## config.mk

```make
export PLATFORM = sky130hd
export DESIGN_NAME = bar_register_map
export DESIGN_NICKNAME = d
export VERILOG_FILES = /design/src/rtl/bar_pkg.sv /design/src/rtl/bar_avg_decode.sv /design/src/rtl/bar_ref_calc.sv /design/src/rtl/bar_register_map.sv
export SDC_FILE = /design/constraint.sdc
export NUM_CORES = 1
export LEC_CHECK = 0
export ABC_AREA = 1
export BUFFER_PORTS_ARGS = -buffer_cell sky130_fd_sc_hd__buf_2
export CAP_MARGIN = 5
export CORE_UTILIZATION = 40
export CTS_BUF_LIST = sky130_fd_sc_hd__clkbuf_8
export DETAILED_ROUTE_END_ITERATION = 7
export PLACE_DENSITY = 0.62
export SETUP_SLACK_MARGIN = 0.5
export SYNTH_ARGS = -nofsm -noshare
export SYNTH_HDL_FRONTEND = slang
export SYNTH_SLANG_ARGS = --single-unit
```

## constraint.sdc

```tcl
create_clock -name clk_i -period 9.1 [get_ports clk_i]
set_input_delay 1.82 -clock clk_i [delete_from_list [all_inputs] [get_ports clk_i]]
set_output_delay 1.82 -clock clk_i [all_outputs]
set_load 0.05 [all_outputs]
```

## src/rtl/bar_pkg.sv

```systemverilog
// Shared constants, types and helper functions of the barometer register bank
package bar_pkg;

  localparam int ADDR_W = 7;
  localparam int DATA_W = 8;
  localparam int PRESS_W = 24;
  localparam int TEMP_W = 16;
  localparam int THS_W = 16;
  localparam int PAVG_W = 10;
  localparam int TAVG_W = 7;

  // Register offsets
  localparam logic [ADDR_W-1:0] OFF_REF_LOW = 7'h08;
  localparam logic [ADDR_W-1:0] OFF_REF_MID = 7'h09;
  localparam logic [ADDR_W-1:0] OFF_REF_HIGH = 7'h0A;
  localparam logic [ADDR_W-1:0] OFF_IDENT = 7'h0F;
  localparam logic [ADDR_W-1:0] OFF_AVG_CFG = 7'h10;
  localparam logic [ADDR_W-1:0] OFF_CTRL_ONE = 7'h20;
  localparam logic [ADDR_W-1:0] OFF_CTRL_TWO = 7'h21;
  localparam logic [ADDR_W-1:0] OFF_CTRL_THREE = 7'h22;
  localparam logic [ADDR_W-1:0] OFF_CTRL_FOUR = 7'h23;
  localparam logic [ADDR_W-1:0] OFF_INT_CFG = 7'h24;
  localparam logic [ADDR_W-1:0] OFF_INT_CAUSE = 7'h25;
  localparam logic [ADDR_W-1:0] OFF_SAMPLE_STATE = 7'h27;
  localparam logic [ADDR_W-1:0] OFF_PRESS_LOW = 7'h28;
  localparam logic [ADDR_W-1:0] OFF_PRESS_MID = 7'h29;
  localparam logic [ADDR_W-1:0] OFF_PRESS_HIGH = 7'h2A;
  localparam logic [ADDR_W-1:0] OFF_TEMP_LOW = 7'h2B;
  localparam logic [ADDR_W-1:0] OFF_TEMP_HIGH = 7'h2C;
  localparam logic [ADDR_W-1:0] OFF_QUEUE_CTRL = 7'h2E;
  localparam logic [ADDR_W-1:0] OFF_QUEUE_STATE = 7'h2F;
  localparam logic [ADDR_W-1:0] OFF_THS_LOW = 7'h30;
  localparam logic [ADDR_W-1:0] OFF_THS_HIGH = 7'h31;
  localparam logic [ADDR_W-1:0] OFF_DEF_P_LOW = 7'h39;
  localparam logic [ADDR_W-1:0] OFF_DEF_P_HIGH = 7'h3A;

  // Reset values
  localparam logic [DATA_W-1:0] RST_ZERO = 8'h00;
  localparam logic [DATA_W-1:0] RST_AVG_CFG = 8'h05;
  localparam logic [DATA_W-1:0] RST_DEF_P_LOW = 8'h38;
  localparam logic [DATA_W-1:0] RST_DEF_P_HIGH = 8'h00;

  // Identification code: arbitrary neutral value
  localparam logic [DATA_W-1:0] IDENT_CODE = 8'h5A;

  // Field positions and masks
  localparam int CTRL1_DIFF_EN_BIT = 3;
  localparam int CTRL1_AZ_CLEAR_BIT = 1;
  localparam int CTRL2_BOOT_BIT = 7;
  localparam int CTRL2_AUTOZERO_BIT = 1;
  localparam int AVG_P_LSB = 2;
  localparam int AVG_T_LSB = 0;
  localparam logic [DATA_W-1:0] AVG_CFG_MASK = 8'h0F;

  // Averaging counts
  localparam logic [PAVG_W-1:0] PAVG_8 = 10'h008;
  localparam logic [PAVG_W-1:0] PAVG_32 = 10'h020;
  localparam logic [PAVG_W-1:0] PAVG_128 = 10'h080;
  localparam logic [PAVG_W-1:0] PAVG_512 = 10'h200;
  localparam logic [TAVG_W-1:0] TAVG_8 = 7'h08;
  localparam logic [TAVG_W-1:0] TAVG_16 = 7'h10;
  localparam logic [TAVG_W-1:0] TAVG_32 = 7'h20;
  localparam logic [TAVG_W-1:0] TAVG_64 = 7'h40;

  // Host register request
  typedef struct packed {
    logic wr;
    logic rd;
    logic [ADDR_W-1:0] addr;
    logic [DATA_W-1:0] wdata;
  } bar_req_t;

  // Raw sample from the measurement chain
  typedef struct packed {
    logic valid;
    logic [PRESS_W-1:0] pressure;
    logic [TEMP_W-1:0] temperature;
  } bar_sample_t;

  // Control bytes handed to the rest of the sensor
  typedef struct packed {
    logic [DATA_W-1:0] ctrl_one;
    logic [DATA_W-1:0] ctrl_two;
    logic [DATA_W-1:0] ctrl_three;
    logic [DATA_W-1:0] ctrl_four;
    logic [DATA_W-1:0] int_cfg;
    logic [DATA_W-1:0] queue_ctrl;
    logic [THS_W-1:0] threshold;
    logic [THS_W-1:0] default_pressure;
  } bar_ctrl_t;

  // Autozero sequencer states
  typedef enum logic [2:0] {
    AZ_IDLE = 3'b001,
    AZ_WAIT = 3'b010,
    AZ_LOAD = 3'b100
  } bar_az_state_t;

  // Address compare used across the decode
  function automatic logic addr_hit(input logic [ADDR_W-1:0] addr, input logic [ADDR_W-1:0] off);
    return addr == off;
  endfunction : addr_hit

  // Pressure averaging count from its 2-bit code
  function automatic logic [PAVG_W-1:0] pressure_avg_count(input logic [1:0] code);
    unique case (code)
      2'h0: return PAVG_8;
      2'h1: return PAVG_32;
      2'h2: return PAVG_128;
      2'h3: return PAVG_512;
    endcase
  endfunction : pressure_avg_count

  // Temperature averaging count from its 2-bit code
  function automatic logic [TAVG_W-1:0] temperature_avg_count(input logic [1:0] code);
    unique case (code)
      2'h0: return TAVG_8;
      2'h1: return TAVG_16;
      2'h2: return TAVG_32;
      2'h3: return TAVG_64;
    endcase
  endfunction : temperature_avg_count

endpackage : bar_pkg

```

## src/rtl/bar_avg_decode.sv

```systemverilog
// Averaging count decode of the averaging configuration byte
`timescale 1ns/1ps
module bar_avg_decode
(
  input wire logic [bar_pkg::DATA_W-1:0] avg_cfg_i,
  output logic [bar_pkg::PAVG_W-1:0] pressure_avg_count_o,
  output logic [bar_pkg::TAVG_W-1:0] temp_avg_count_o
);
  import bar_pkg::*;

  wire [1:0] pressure_average_select = avg_cfg_i[AVG_P_LSB +: 2];
  wire [1:0] temperature_average_select = avg_cfg_i[AVG_T_LSB +: 2];

  // Map the two codes onto internal average counts
  assign pressure_avg_count_o = pressure_avg_count(pressure_average_select);
  assign temp_avg_count_o = temperature_avg_count(temperature_average_select);

endmodule : bar_avg_decode

```

## src/rtl/bar_ref_calc.sv

```systemverilog
// Reference pressure arithmetic: reported sum and threshold compare
`timescale 1ns/1ps
module bar_ref_calc
(
  input wire logic [bar_pkg::PRESS_W-1:0] sensor_i,
  input wire logic [bar_pkg::PRESS_W-1:0] reference_i,
  input wire logic [bar_pkg::THS_W-1:0] threshold_i,
  input wire logic enable_i,
  output logic [bar_pkg::PRESS_W-1:0] sum_o,
  output logic high_o,
  output logic low_o
);
  import bar_pkg::*;

  wire signed [PRESS_W-1:0] diff = signed'(sensor_i - reference_i);
  wire signed [PRESS_W-1:0] ths_pos = signed'({{(PRESS_W-THS_W){1'b0}}, threshold_i});
  wire signed [PRESS_W-1:0] ths_neg = signed'(PRESS_W'(0) - ths_pos);

  // Reported pressure is the sensor value plus the two's-complement reference
  assign sum_o = sensor_i + reference_i;

  // Threshold detection against the reference, gated by the enable bit
  assign high_o = enable_i & (diff > ths_pos);
  assign low_o = enable_i & (diff < ths_neg);

endmodule : bar_ref_calc

```

## src/rtl/bar_register_map.sv

```systemverilog
// Register bank of the barometer: storage, decode, autozero and results
//
// Overview of operation
// - Every register is one byte wide and is picked by a 7-bit address.
// - Three read/write bytes at 08h, 09h and 0Ah form a 24-bit signed reference, reset to 0.
// - The reference is added to the sensor pressure to give the reported pressure.
// - The reference feeds threshold detection and autozero, which control one at 20h clears.
// - Address 0Fh reads a fixed identification code and ignores writes.
// - Bits 3:2 at 10h select 8, 32, 128 or 512 pressure averages.
// - Bits 1:0 at 10h select 8, 16, 32 or 64 temperature averages.
// - The averaging register resets to 05h with its upper four bits at zero.
// - Calibration registers are restored at power-up and on a reboot request.
`timescale 1ns/1ps
module bar_register_map
(
  input wire logic clk_i,
  input wire logic reset_n_i,
  input wire logic ce_i,
  input wire bar_pkg::bar_req_t req_i,
  output logic [bar_pkg::DATA_W-1:0] rdata_o,
  output logic rvalid_o,
  input wire bar_pkg::bar_sample_t sample_i,
  input wire logic [bar_pkg::DATA_W-1:0] int_cause_i,
  input wire logic [bar_pkg::DATA_W-1:0] sample_state_i,
  input wire logic [bar_pkg::DATA_W-1:0] queue_state_i,
  output bar_pkg::bar_ctrl_t ctrl_o,
  output logic [bar_pkg::PRESS_W-1:0] reference_o,
  output logic pressure_high_o,
  output logic pressure_low_o,
  output logic [bar_pkg::PAVG_W-1:0] pressure_avg_count_o,
  output logic [bar_pkg::TAVG_W-1:0] temp_avg_count_o
);
  import bar_pkg::*;

  logic [DATA_W-1:0] ref_low_reg, ref_mid_reg, ref_high_reg;
  logic [DATA_W-1:0] avg_cfg_reg;
  logic [DATA_W-1:0] ctrl_one_reg, ctrl_two_reg, ctrl_three_reg, ctrl_four_reg;
  logic [DATA_W-1:0] int_cfg_reg, queue_ctrl_reg;
  logic [DATA_W-1:0] ths_low_reg, ths_high_reg;
  logic [DATA_W-1:0] def_low_reg, def_high_reg;
  logic [PRESS_W-1:0] press_reg;
  logic [TEMP_W-1:0] temp_reg;
  logic [DATA_W-1:0] rdata_reg;
  logic rvalid_reg;
  bar_az_state_t az_reg, az_next;
  logic [PRESS_W-1:0] sum_w;

  // Write strobes, one per writable register
  wire wr_go = ce_i & req_i.wr;
  wire [ADDR_W-1:0] wa = req_i.addr;
  wire wr_ref_low = wr_go & addr_hit(wa, OFF_REF_LOW);
  wire wr_ref_mid = wr_go & addr_hit(wa, OFF_REF_MID);
  wire wr_ref_high = wr_go & addr_hit(wa, OFF_REF_HIGH);
  wire wr_avg_cfg = wr_go & addr_hit(wa, OFF_AVG_CFG);
  wire wr_ctrl_one = wr_go & addr_hit(wa, OFF_CTRL_ONE);
  wire wr_ctrl_two = wr_go & addr_hit(wa, OFF_CTRL_TWO);
  wire wr_ctrl_three = wr_go & addr_hit(wa, OFF_CTRL_THREE);
  wire wr_ctrl_four = wr_go & addr_hit(wa, OFF_CTRL_FOUR);
  wire wr_int_cfg = wr_go & addr_hit(wa, OFF_INT_CFG);
  wire wr_queue_ctrl = wr_go & addr_hit(wa, OFF_QUEUE_CTRL);
  wire wr_ths_low = wr_go & addr_hit(wa, OFF_THS_LOW);
  wire wr_ths_high = wr_go & addr_hit(wa, OFF_THS_HIGH);
  wire wr_def_low = wr_go & addr_hit(wa, OFF_DEF_P_LOW);
  wire wr_def_high = wr_go & addr_hit(wa, OFF_DEF_P_HIGH);

  // Self-clearing commands and derived control
  wire autozero_clear = ctrl_one_reg[CTRL1_AZ_CLEAR_BIT];
  wire boot_req = ctrl_two_reg[CTRL2_BOOT_BIT];
  wire autozero_req = ctrl_two_reg[CTRL2_AUTOZERO_BIT];
  wire diff_en = ctrl_one_reg[CTRL1_DIFF_EN_BIT];
  wire az_capture = az_reg == AZ_LOAD;
  wire [PRESS_W-1:0] ref_full = {ref_high_reg, ref_mid_reg, ref_low_reg};

  // Reference and threshold arithmetic
  bar_ref_calc u_calc
  (
    .sensor_i(sample_i.pressure),
    .reference_i(ref_full),
    .threshold_i({ths_high_reg, ths_low_reg}),
    .enable_i(diff_en),
    .sum_o(sum_w),
    .high_o(pressure_high_o),
    .low_o(pressure_low_o)
  );

  // Averaging count decode
  bar_avg_decode u_avg
  (
    .avg_cfg_i(avg_cfg_reg),
    .pressure_avg_count_o(pressure_avg_count_o),
    .temp_avg_count_o(temp_avg_count_o)
  );

  // Autozero sequencer: wait for a fresh sample, then take it as reference
  always_comb
  begin
    az_next = az_reg;
    unique case (az_reg)
      AZ_IDLE: if (autozero_req) az_next = AZ_WAIT;
      AZ_WAIT: if (sample_i.valid) az_next = AZ_LOAD;
      AZ_LOAD: az_next = AZ_IDLE;
      default: az_next = AZ_IDLE;
    endcase
  end

  always_ff @(posedge clk_i or negedge reset_n_i)
  begin
    if (!reset_n_i)
      az_reg <= AZ_IDLE;
    else if (ce_i)
      az_reg <= az_next;
  end

  // Next values of the reference bytes: clear wins, then capture, then host write
  wire [DATA_W-1:0] ref_low_next = autozero_clear ? RST_ZERO :
    az_capture ? sample_i.pressure[7:0] : req_i.wdata;
  wire [DATA_W-1:0] ref_mid_next = autozero_clear ? RST_ZERO :
    az_capture ? sample_i.pressure[15:8] : req_i.wdata;
  wire [DATA_W-1:0] ref_high_next = autozero_clear ? RST_ZERO :
    az_capture ? sample_i.pressure[23:16] : req_i.wdata;
  wire ref_load = autozero_clear | az_capture;

  // Reference pressure bytes
  always_ff @(posedge clk_i or negedge reset_n_i)
  begin
    if (!reset_n_i)
    begin
      ref_low_reg <= RST_ZERO;
      ref_mid_reg <= RST_ZERO;
      ref_high_reg <= RST_ZERO;
    end
    else if (ce_i)
    begin
      if (ref_load | wr_ref_low) ref_low_reg <= ref_low_next;
      if (ref_load | wr_ref_mid) ref_mid_reg <= ref_mid_next;
      if (ref_load | wr_ref_high) ref_high_reg <= ref_high_next;
    end
  end

  // Averaging configuration, reserved upper bits held at zero
  always_ff @(posedge clk_i or negedge reset_n_i)
  begin
    if (!reset_n_i)
      avg_cfg_reg <= RST_AVG_CFG;
    else if (ce_i && wr_avg_cfg)
      avg_cfg_reg <= req_i.wdata & AVG_CFG_MASK;
  end

  // Control bytes; the autozero clear, boot and autozero bits clear themselves
  always_ff @(posedge clk_i or negedge reset_n_i)
  begin
    if (!reset_n_i)
    begin
      ctrl_one_reg <= RST_ZERO;
      ctrl_two_reg <= RST_ZERO;
      ctrl_three_reg <= RST_ZERO;
      ctrl_four_reg <= RST_ZERO;
      int_cfg_reg <= RST_ZERO;
      queue_ctrl_reg <= RST_ZERO;
      ths_low_reg <= RST_ZERO;
      ths_high_reg <= RST_ZERO;
    end
    else if (ce_i)
    begin
      if (wr_ctrl_one) ctrl_one_reg <= req_i.wdata;
      else if (autozero_clear) ctrl_one_reg[CTRL1_AZ_CLEAR_BIT] <= 1'b0;
      if (wr_ctrl_two) ctrl_two_reg <= req_i.wdata;
      else
      begin
        if (boot_req) ctrl_two_reg[CTRL2_BOOT_BIT] <= 1'b0;
        if (az_capture) ctrl_two_reg[CTRL2_AUTOZERO_BIT] <= 1'b0;
      end
      if (wr_ctrl_three) ctrl_three_reg <= req_i.wdata;
      if (wr_ctrl_four) ctrl_four_reg <= req_i.wdata;
      if (wr_int_cfg) int_cfg_reg <= req_i.wdata;
      if (wr_queue_ctrl) queue_ctrl_reg <= req_i.wdata;
      if (wr_ths_low) ths_low_reg <= req_i.wdata;
      if (wr_ths_high) ths_high_reg <= req_i.wdata;
    end
  end

  // Calibration defaults, restored at reset and by a reboot request
  always_ff @(posedge clk_i or negedge reset_n_i)
  begin
    if (!reset_n_i)
    begin
      def_low_reg <= RST_DEF_P_LOW;
      def_high_reg <= RST_DEF_P_HIGH;
    end
    else if (ce_i)
    begin
      if (boot_req)
      begin
        def_low_reg <= RST_DEF_P_LOW;
        def_high_reg <= RST_DEF_P_HIGH;
      end
      else
      begin
        if (wr_def_low) def_low_reg <= req_i.wdata;
        if (wr_def_high) def_high_reg <= req_i.wdata;
      end
    end
  end

  // Result registers follow the measurement chain only; host writes never reach them
  always_ff @(posedge clk_i or negedge reset_n_i)
  begin
    if (!reset_n_i)
    begin
      press_reg <= {PRESS_W{1'b0}};
      temp_reg <= {TEMP_W{1'b0}};
    end
    else if (ce_i && sample_i.valid)
    begin
      press_reg <= sum_w;
      temp_reg <= sample_i.temperature;
    end
  end

  // Read multiplexer; read-only and reserved addresses decode here only
  function automatic logic [DATA_W-1:0] rd_pick(input logic [ADDR_W-1:0] a);
    unique case (a)
      OFF_REF_LOW: return ref_low_reg;
      OFF_REF_MID: return ref_mid_reg;
      OFF_REF_HIGH: return ref_high_reg;
      OFF_IDENT: return IDENT_CODE;
      OFF_AVG_CFG: return avg_cfg_reg;
      OFF_CTRL_ONE: return ctrl_one_reg;
      OFF_CTRL_TWO: return ctrl_two_reg;
      OFF_CTRL_THREE: return ctrl_three_reg;
      OFF_CTRL_FOUR: return ctrl_four_reg;
      OFF_INT_CFG: return int_cfg_reg;
      OFF_INT_CAUSE: return int_cause_i;
      OFF_SAMPLE_STATE: return sample_state_i;
      OFF_PRESS_LOW: return press_reg[7:0];
      OFF_PRESS_MID: return press_reg[15:8];
      OFF_PRESS_HIGH: return press_reg[23:16];
      OFF_TEMP_LOW: return temp_reg[7:0];
      OFF_TEMP_HIGH: return temp_reg[15:8];
      OFF_QUEUE_CTRL: return queue_ctrl_reg;
      OFF_QUEUE_STATE: return queue_state_i;
      OFF_THS_LOW: return ths_low_reg;
      OFF_THS_HIGH: return ths_high_reg;
      OFF_DEF_P_LOW: return def_low_reg;
      OFF_DEF_P_HIGH: return def_high_reg;
      default: return RST_ZERO;
    endcase
  endfunction : rd_pick

  wire [DATA_W-1:0] rd_value = rd_pick(req_i.addr);

  // Registered read answer, one cycle after the request
  always_ff @(posedge clk_i or negedge reset_n_i)
  begin
    if (!reset_n_i)
    begin
      rdata_reg <= RST_ZERO;
      rvalid_reg <= 1'b0;
    end
    else if (ce_i)
    begin
      rvalid_reg <= req_i.rd;
      if (req_i.rd) rdata_reg <= rd_value;
    end
  end

  // Outputs
  assign rdata_o = rdata_reg;
  assign rvalid_o = rvalid_reg;
  assign reference_o = ref_full;
  assign ctrl_o = '{ctrl_one: ctrl_one_reg, ctrl_two: ctrl_two_reg,
    ctrl_three: ctrl_three_reg, ctrl_four: ctrl_four_reg, int_cfg: int_cfg_reg,
    queue_ctrl: queue_ctrl_reg, threshold: {ths_high_reg, ths_low_reg},
    default_pressure: {def_high_reg, def_low_reg}};
endmodule : bar_register_map

```

==> results.md <==
- Final Net Count: 2143
- DP HPWL: 38300 um
- Synth Area in XOR/XNOR: 0.0218
- Number of synthesized flops with an enable pin: 0
- Final hold vios: 0
- Leak Pwr: 7.44 nW
- Status: finished clean
- VDD IR max: 215 uV
- Crit-path leading delay family: simple AND/OR/NAND/NOR gates
- Root buffer cell: clkbuf_8
- Hold_buf cts: 0
- Clock buffer depth: 2
- Critical Path Max Stage Delay: 0.44 ns
- Max-slew violations: 0
- Slew margin rel.: 0.348
- Initial antenna violation count: 1
- Post-route minimum period: 7.03 ns
- Worst endpoint required time: 7.28 ns
- Total GRT Usage: 0.309
- Most common cell after layout, fill and taps aside: nand2_1
- WL final: 47700 um
- Synth Area in Simple Gates: 0.302
- Critical Path End Type: primary output
- Syn-to-layout area delta: 14.5%
- HP Class: flip-flop to flip-flop
- # rows: 63
- Fmax achieved: 0.142 GHz
- Layout fillers: 3208
- DIE AREA: 0.0308 sq mm
- Largest net degree at the start of global routing: 88
- Die Height: 176 um
- CTS tree: yes
- Multi-input logic area: 0.00681 sq mm
- Register area share after synthesis: 0.333
- Die Wd: 176 um
- Drt drc: 0
- Fin crit share: 0.772
- Total I/O pin count: 217
- H-tree Lvls: 4
- Clk network pwr share: 0.136
- Seq cells post-synth: 160
- Crit-path most repeated cell: nand3_1
- Largest family of logic cells by synthesized area: simple AND/OR/NAND/NOR gates
- Final Skew: 0.0369 ns
- Avg Vias per Cell: 5.38
- Setup violators final: 0
- Pin slew with the least headroom to its limit: 0.978 ns
- Critical path type: input pin to primary output
- Sw frac: 0.560
- Ant. Diodes: 0
- First-pass GRT wire length: 71400 um
- Reg clk slew, reported paths: 0.10 ns
- Gpl congestion: 0.985
- Port Buf Inserts: 207
- GRT overflow: 0
- Yosys warnings: 0
- Slowest-stage cell, CP: fa_1
- Async S/R FF share, synth: 1.00
- Post-synthesis adder-cell area fraction: 0.0926
- Int Pwr: 0.00183 W
- DRT iter0 DRCs: 1164
- Commonest cells after routing, fill and taps aside: 553 x nand2_1, 253 x inv_1, 206 x buf_2
- Average cell area after synthesis: 6.77 sq um
- Reg area: 0.00401 sq mm
- Worst-path cell chain: buf_2 > inv_1 > ha_1 > inv_1 > fa_1 > nand3_1 > nand3_1 > nand2_1 > nand2_1 > a21oi_1 > o21ai_0 > xor2_1 > ha_1 > nand3_1 > nor3_1 > nand2_1 > a21oi_1 > nor2_1 > nand3_1 > nor2_1 > nor2_1 > buf_2
- Comb pwr share: 0.627
- Arrival time of the worst setup path: 5.21 ns
- Core box area: 0.0296 sq mm
- Worst Setup Start Kind: input pin
- Pwr per Cell Area: 302 mW/mm^2
- WL/cell: 20.1 um
- Setup TNS: 0 ns
- Max Cap Violations: 0
- Layout cell share with drive strength beyond 1: 0.150
- P_sw: 0.00233 W
- Worst skew pair latency: 0.48 ns
- Primary FF master, synth: dfrtp_1
- Synthesized cell area: 0.0121 sq mm
- Total number of vias: 12773
- WP buf/inv: 4
- Vias in the first global route: 12081
- RSZ-0062 raised after global routing: false
- Post-CTS resize count: 0
- Seq pwr share: 0.237
- First drt pass iteration count: 6
- Yosys cell types: 52
- Fin Hold WS: 0.482 ns
- Clk sink count: 160
- Postcts setup bufs: 0
- Worst-path fanout max: 5
- Max reg flops: 24
- Initial core utilization: 0.407
- Complex-gate fraction of the synthesized area: 0.145
- Multiplexer share of the synthesized area: 0
- Antenna-violating nets left: 0
- Syn Inst Count: 1782
- CTS Buf Count: 17
worst paths after layout:
| check | startpoint | to | slack, ns | cells after the start |
|---|---|---|---|---|
| max | sample_i[16] | pressure_high_o | 2.07 | 22 |
| min | rvalid_o$_DFFE_PN0P_ | rvalid_o$_DFFE_PN0P_ | 0.48 | 2 |
| max reg2reg | ref_high_reg[2]$_DFFE_PN0P_ | press_reg[19]$_DFFE_PN0P_ | 6.27 | 9 |
| min reg2reg | rvalid_o$_DFFE_PN0P_ | rvalid_o$_DFFE_PN0P_ | 0.48 | 2 |
| max in group asynchronous | reset_n_i | press_reg[9]$_DFFE_PN0P_ | 6.19 | 2 |
| min in group asynchronous | reset_n_i | int_cfg_reg[0]$_DFFE_PN0P_ | 1.40 | 1 |
layer usage:
| layer | global-route usage | up-vias | share of wire |
|---|---|---|---|
| met3 | 0.0439 | 68 | 0.076 |
| li1 | - | 6104 | - |
| met1 | 0.445 | 6059 | 0.45 |
| met2 | 0.480 | 540 | 0.45 |
| met4 | 0.0848 | 2 | 0.024 |
| met5 | 0 | - | 0.00031 |
Yosys cell counts, types with 2 or more instances:
library cell / number / share of area
ha_1: 86 / 0.089
o21ai_1: 40 / 0.017
or2_1: 2 / 0.0010
buf_2: 17 / 0.0071
nor2_2: 4 / 0.0021
nor3_1: 16 / 0.0066
clkbuf_1: 17 / 0.0053
o21ai_0: 151 / 0.063
nand2_2: 6 / 0.0031
o211ai_1: 3 / 0.0019
o31ai_1: 2 / 0.0012
inv_1: 253 / 0.079
xor2_1: 29 / 0.021
nand2_1: 553 / 0.17
a21boi_0: 2 / 0.0012
o21ai_2: 6 / 0.0044
nor2_1: 122 / 0.038
dfstp_2: 6 / 0.013
a31oi_1: 7 / 0.0036
nand4_1: 46 / 0.024
nand3_2: 3 / 0.0025
o221ai_1: 5 / 0.0036
nor3_2: 4 / 0.0033
dfrtp_1: 154 / 0.32
or2_2: 2 / 0.0010
fa_1: 2 / 0.0033
inv_2: 16 / 0.0050
clkbuf_2: 3 / 0.0012
o21bai_1: 4 / 0.0025
o22ai_1: 16 / 0.0083
a21oi_1: 72 / 0.030
o2111ai_1: 4 / 0.0029
nand3_1: 92 / 0.038
buf_4: 12 / 0.0075
o21a_1: 4 / 0.0025
nor2_4: 5 / 0.0047
worst min-delay path, cell delays in order (launching register included):
cell and delay (ns):
dfrtp_1 0.36, nand2_1 0.05, nand2_1 0.05
cells by family after synthesis:
kind of cell | count (synthesis)
other | 1
AO/OA/AOI/OAI | 321
buffers and inverters | 319
AND/OR/NAND/NOR | 863
flip-flops | 160
adder cells (fa/ha/maj) | 88
XOR/XNOR | 30
power groups by stage:
stage | Clock, W | Sequential, W | Combinational, W
after floorplan | 0 | 0.00123 | 0.00153
after global placement | 0 | 0.000992 | 0.00256
after detailed placement | 0 | 0.000994 | 0.00257
after CTS | 0.000573 | 0.000982 | 0.00259
after global routing | 0.000599 | 0.000999 | 0.00289
final | 0.000567 | 0.000986 | 0.00261
final cells by class:
| type | count | share of cell area |
|---|---|---|
| Inverter | 270 | 0.0734 |
| Clock buffer | 17 | 0.0169 |
| Sequential cell | 160 | 0.290 |
| Clock inverter | 15 | 0.0138 |
| Tap cell | 390 | 0.0353 |
| Timing Repair Buffer | 210 | 0.0771 |
| Multi-Input combinational cell | 1311 | 0.493 |
metrics by stage:
step / std cells / setup WS (ns) / power, W / utilization / cell area [sq um]
2_1_floorplan: 1790 / 2.36 / 0.00276 / - / 12100
3_3_place_gp: 2341 / 2.12 / 0.00355 / 0.452 / 13400
3_5_place_dp: 2341 / 2.06 / 0.00357 / 0.452 / 13400
4_1_cts: 2373 / 2.05 / 0.00414 / 0.466 / 13800
5_1_grt: 2373 / 1.70 / 0.00449 / 0.466 / 13800
6_report: 2373 / 2.07 / 0.00417 / 0.466 / 13800
No activity file was read; power rests on OpenSTA's default activity.
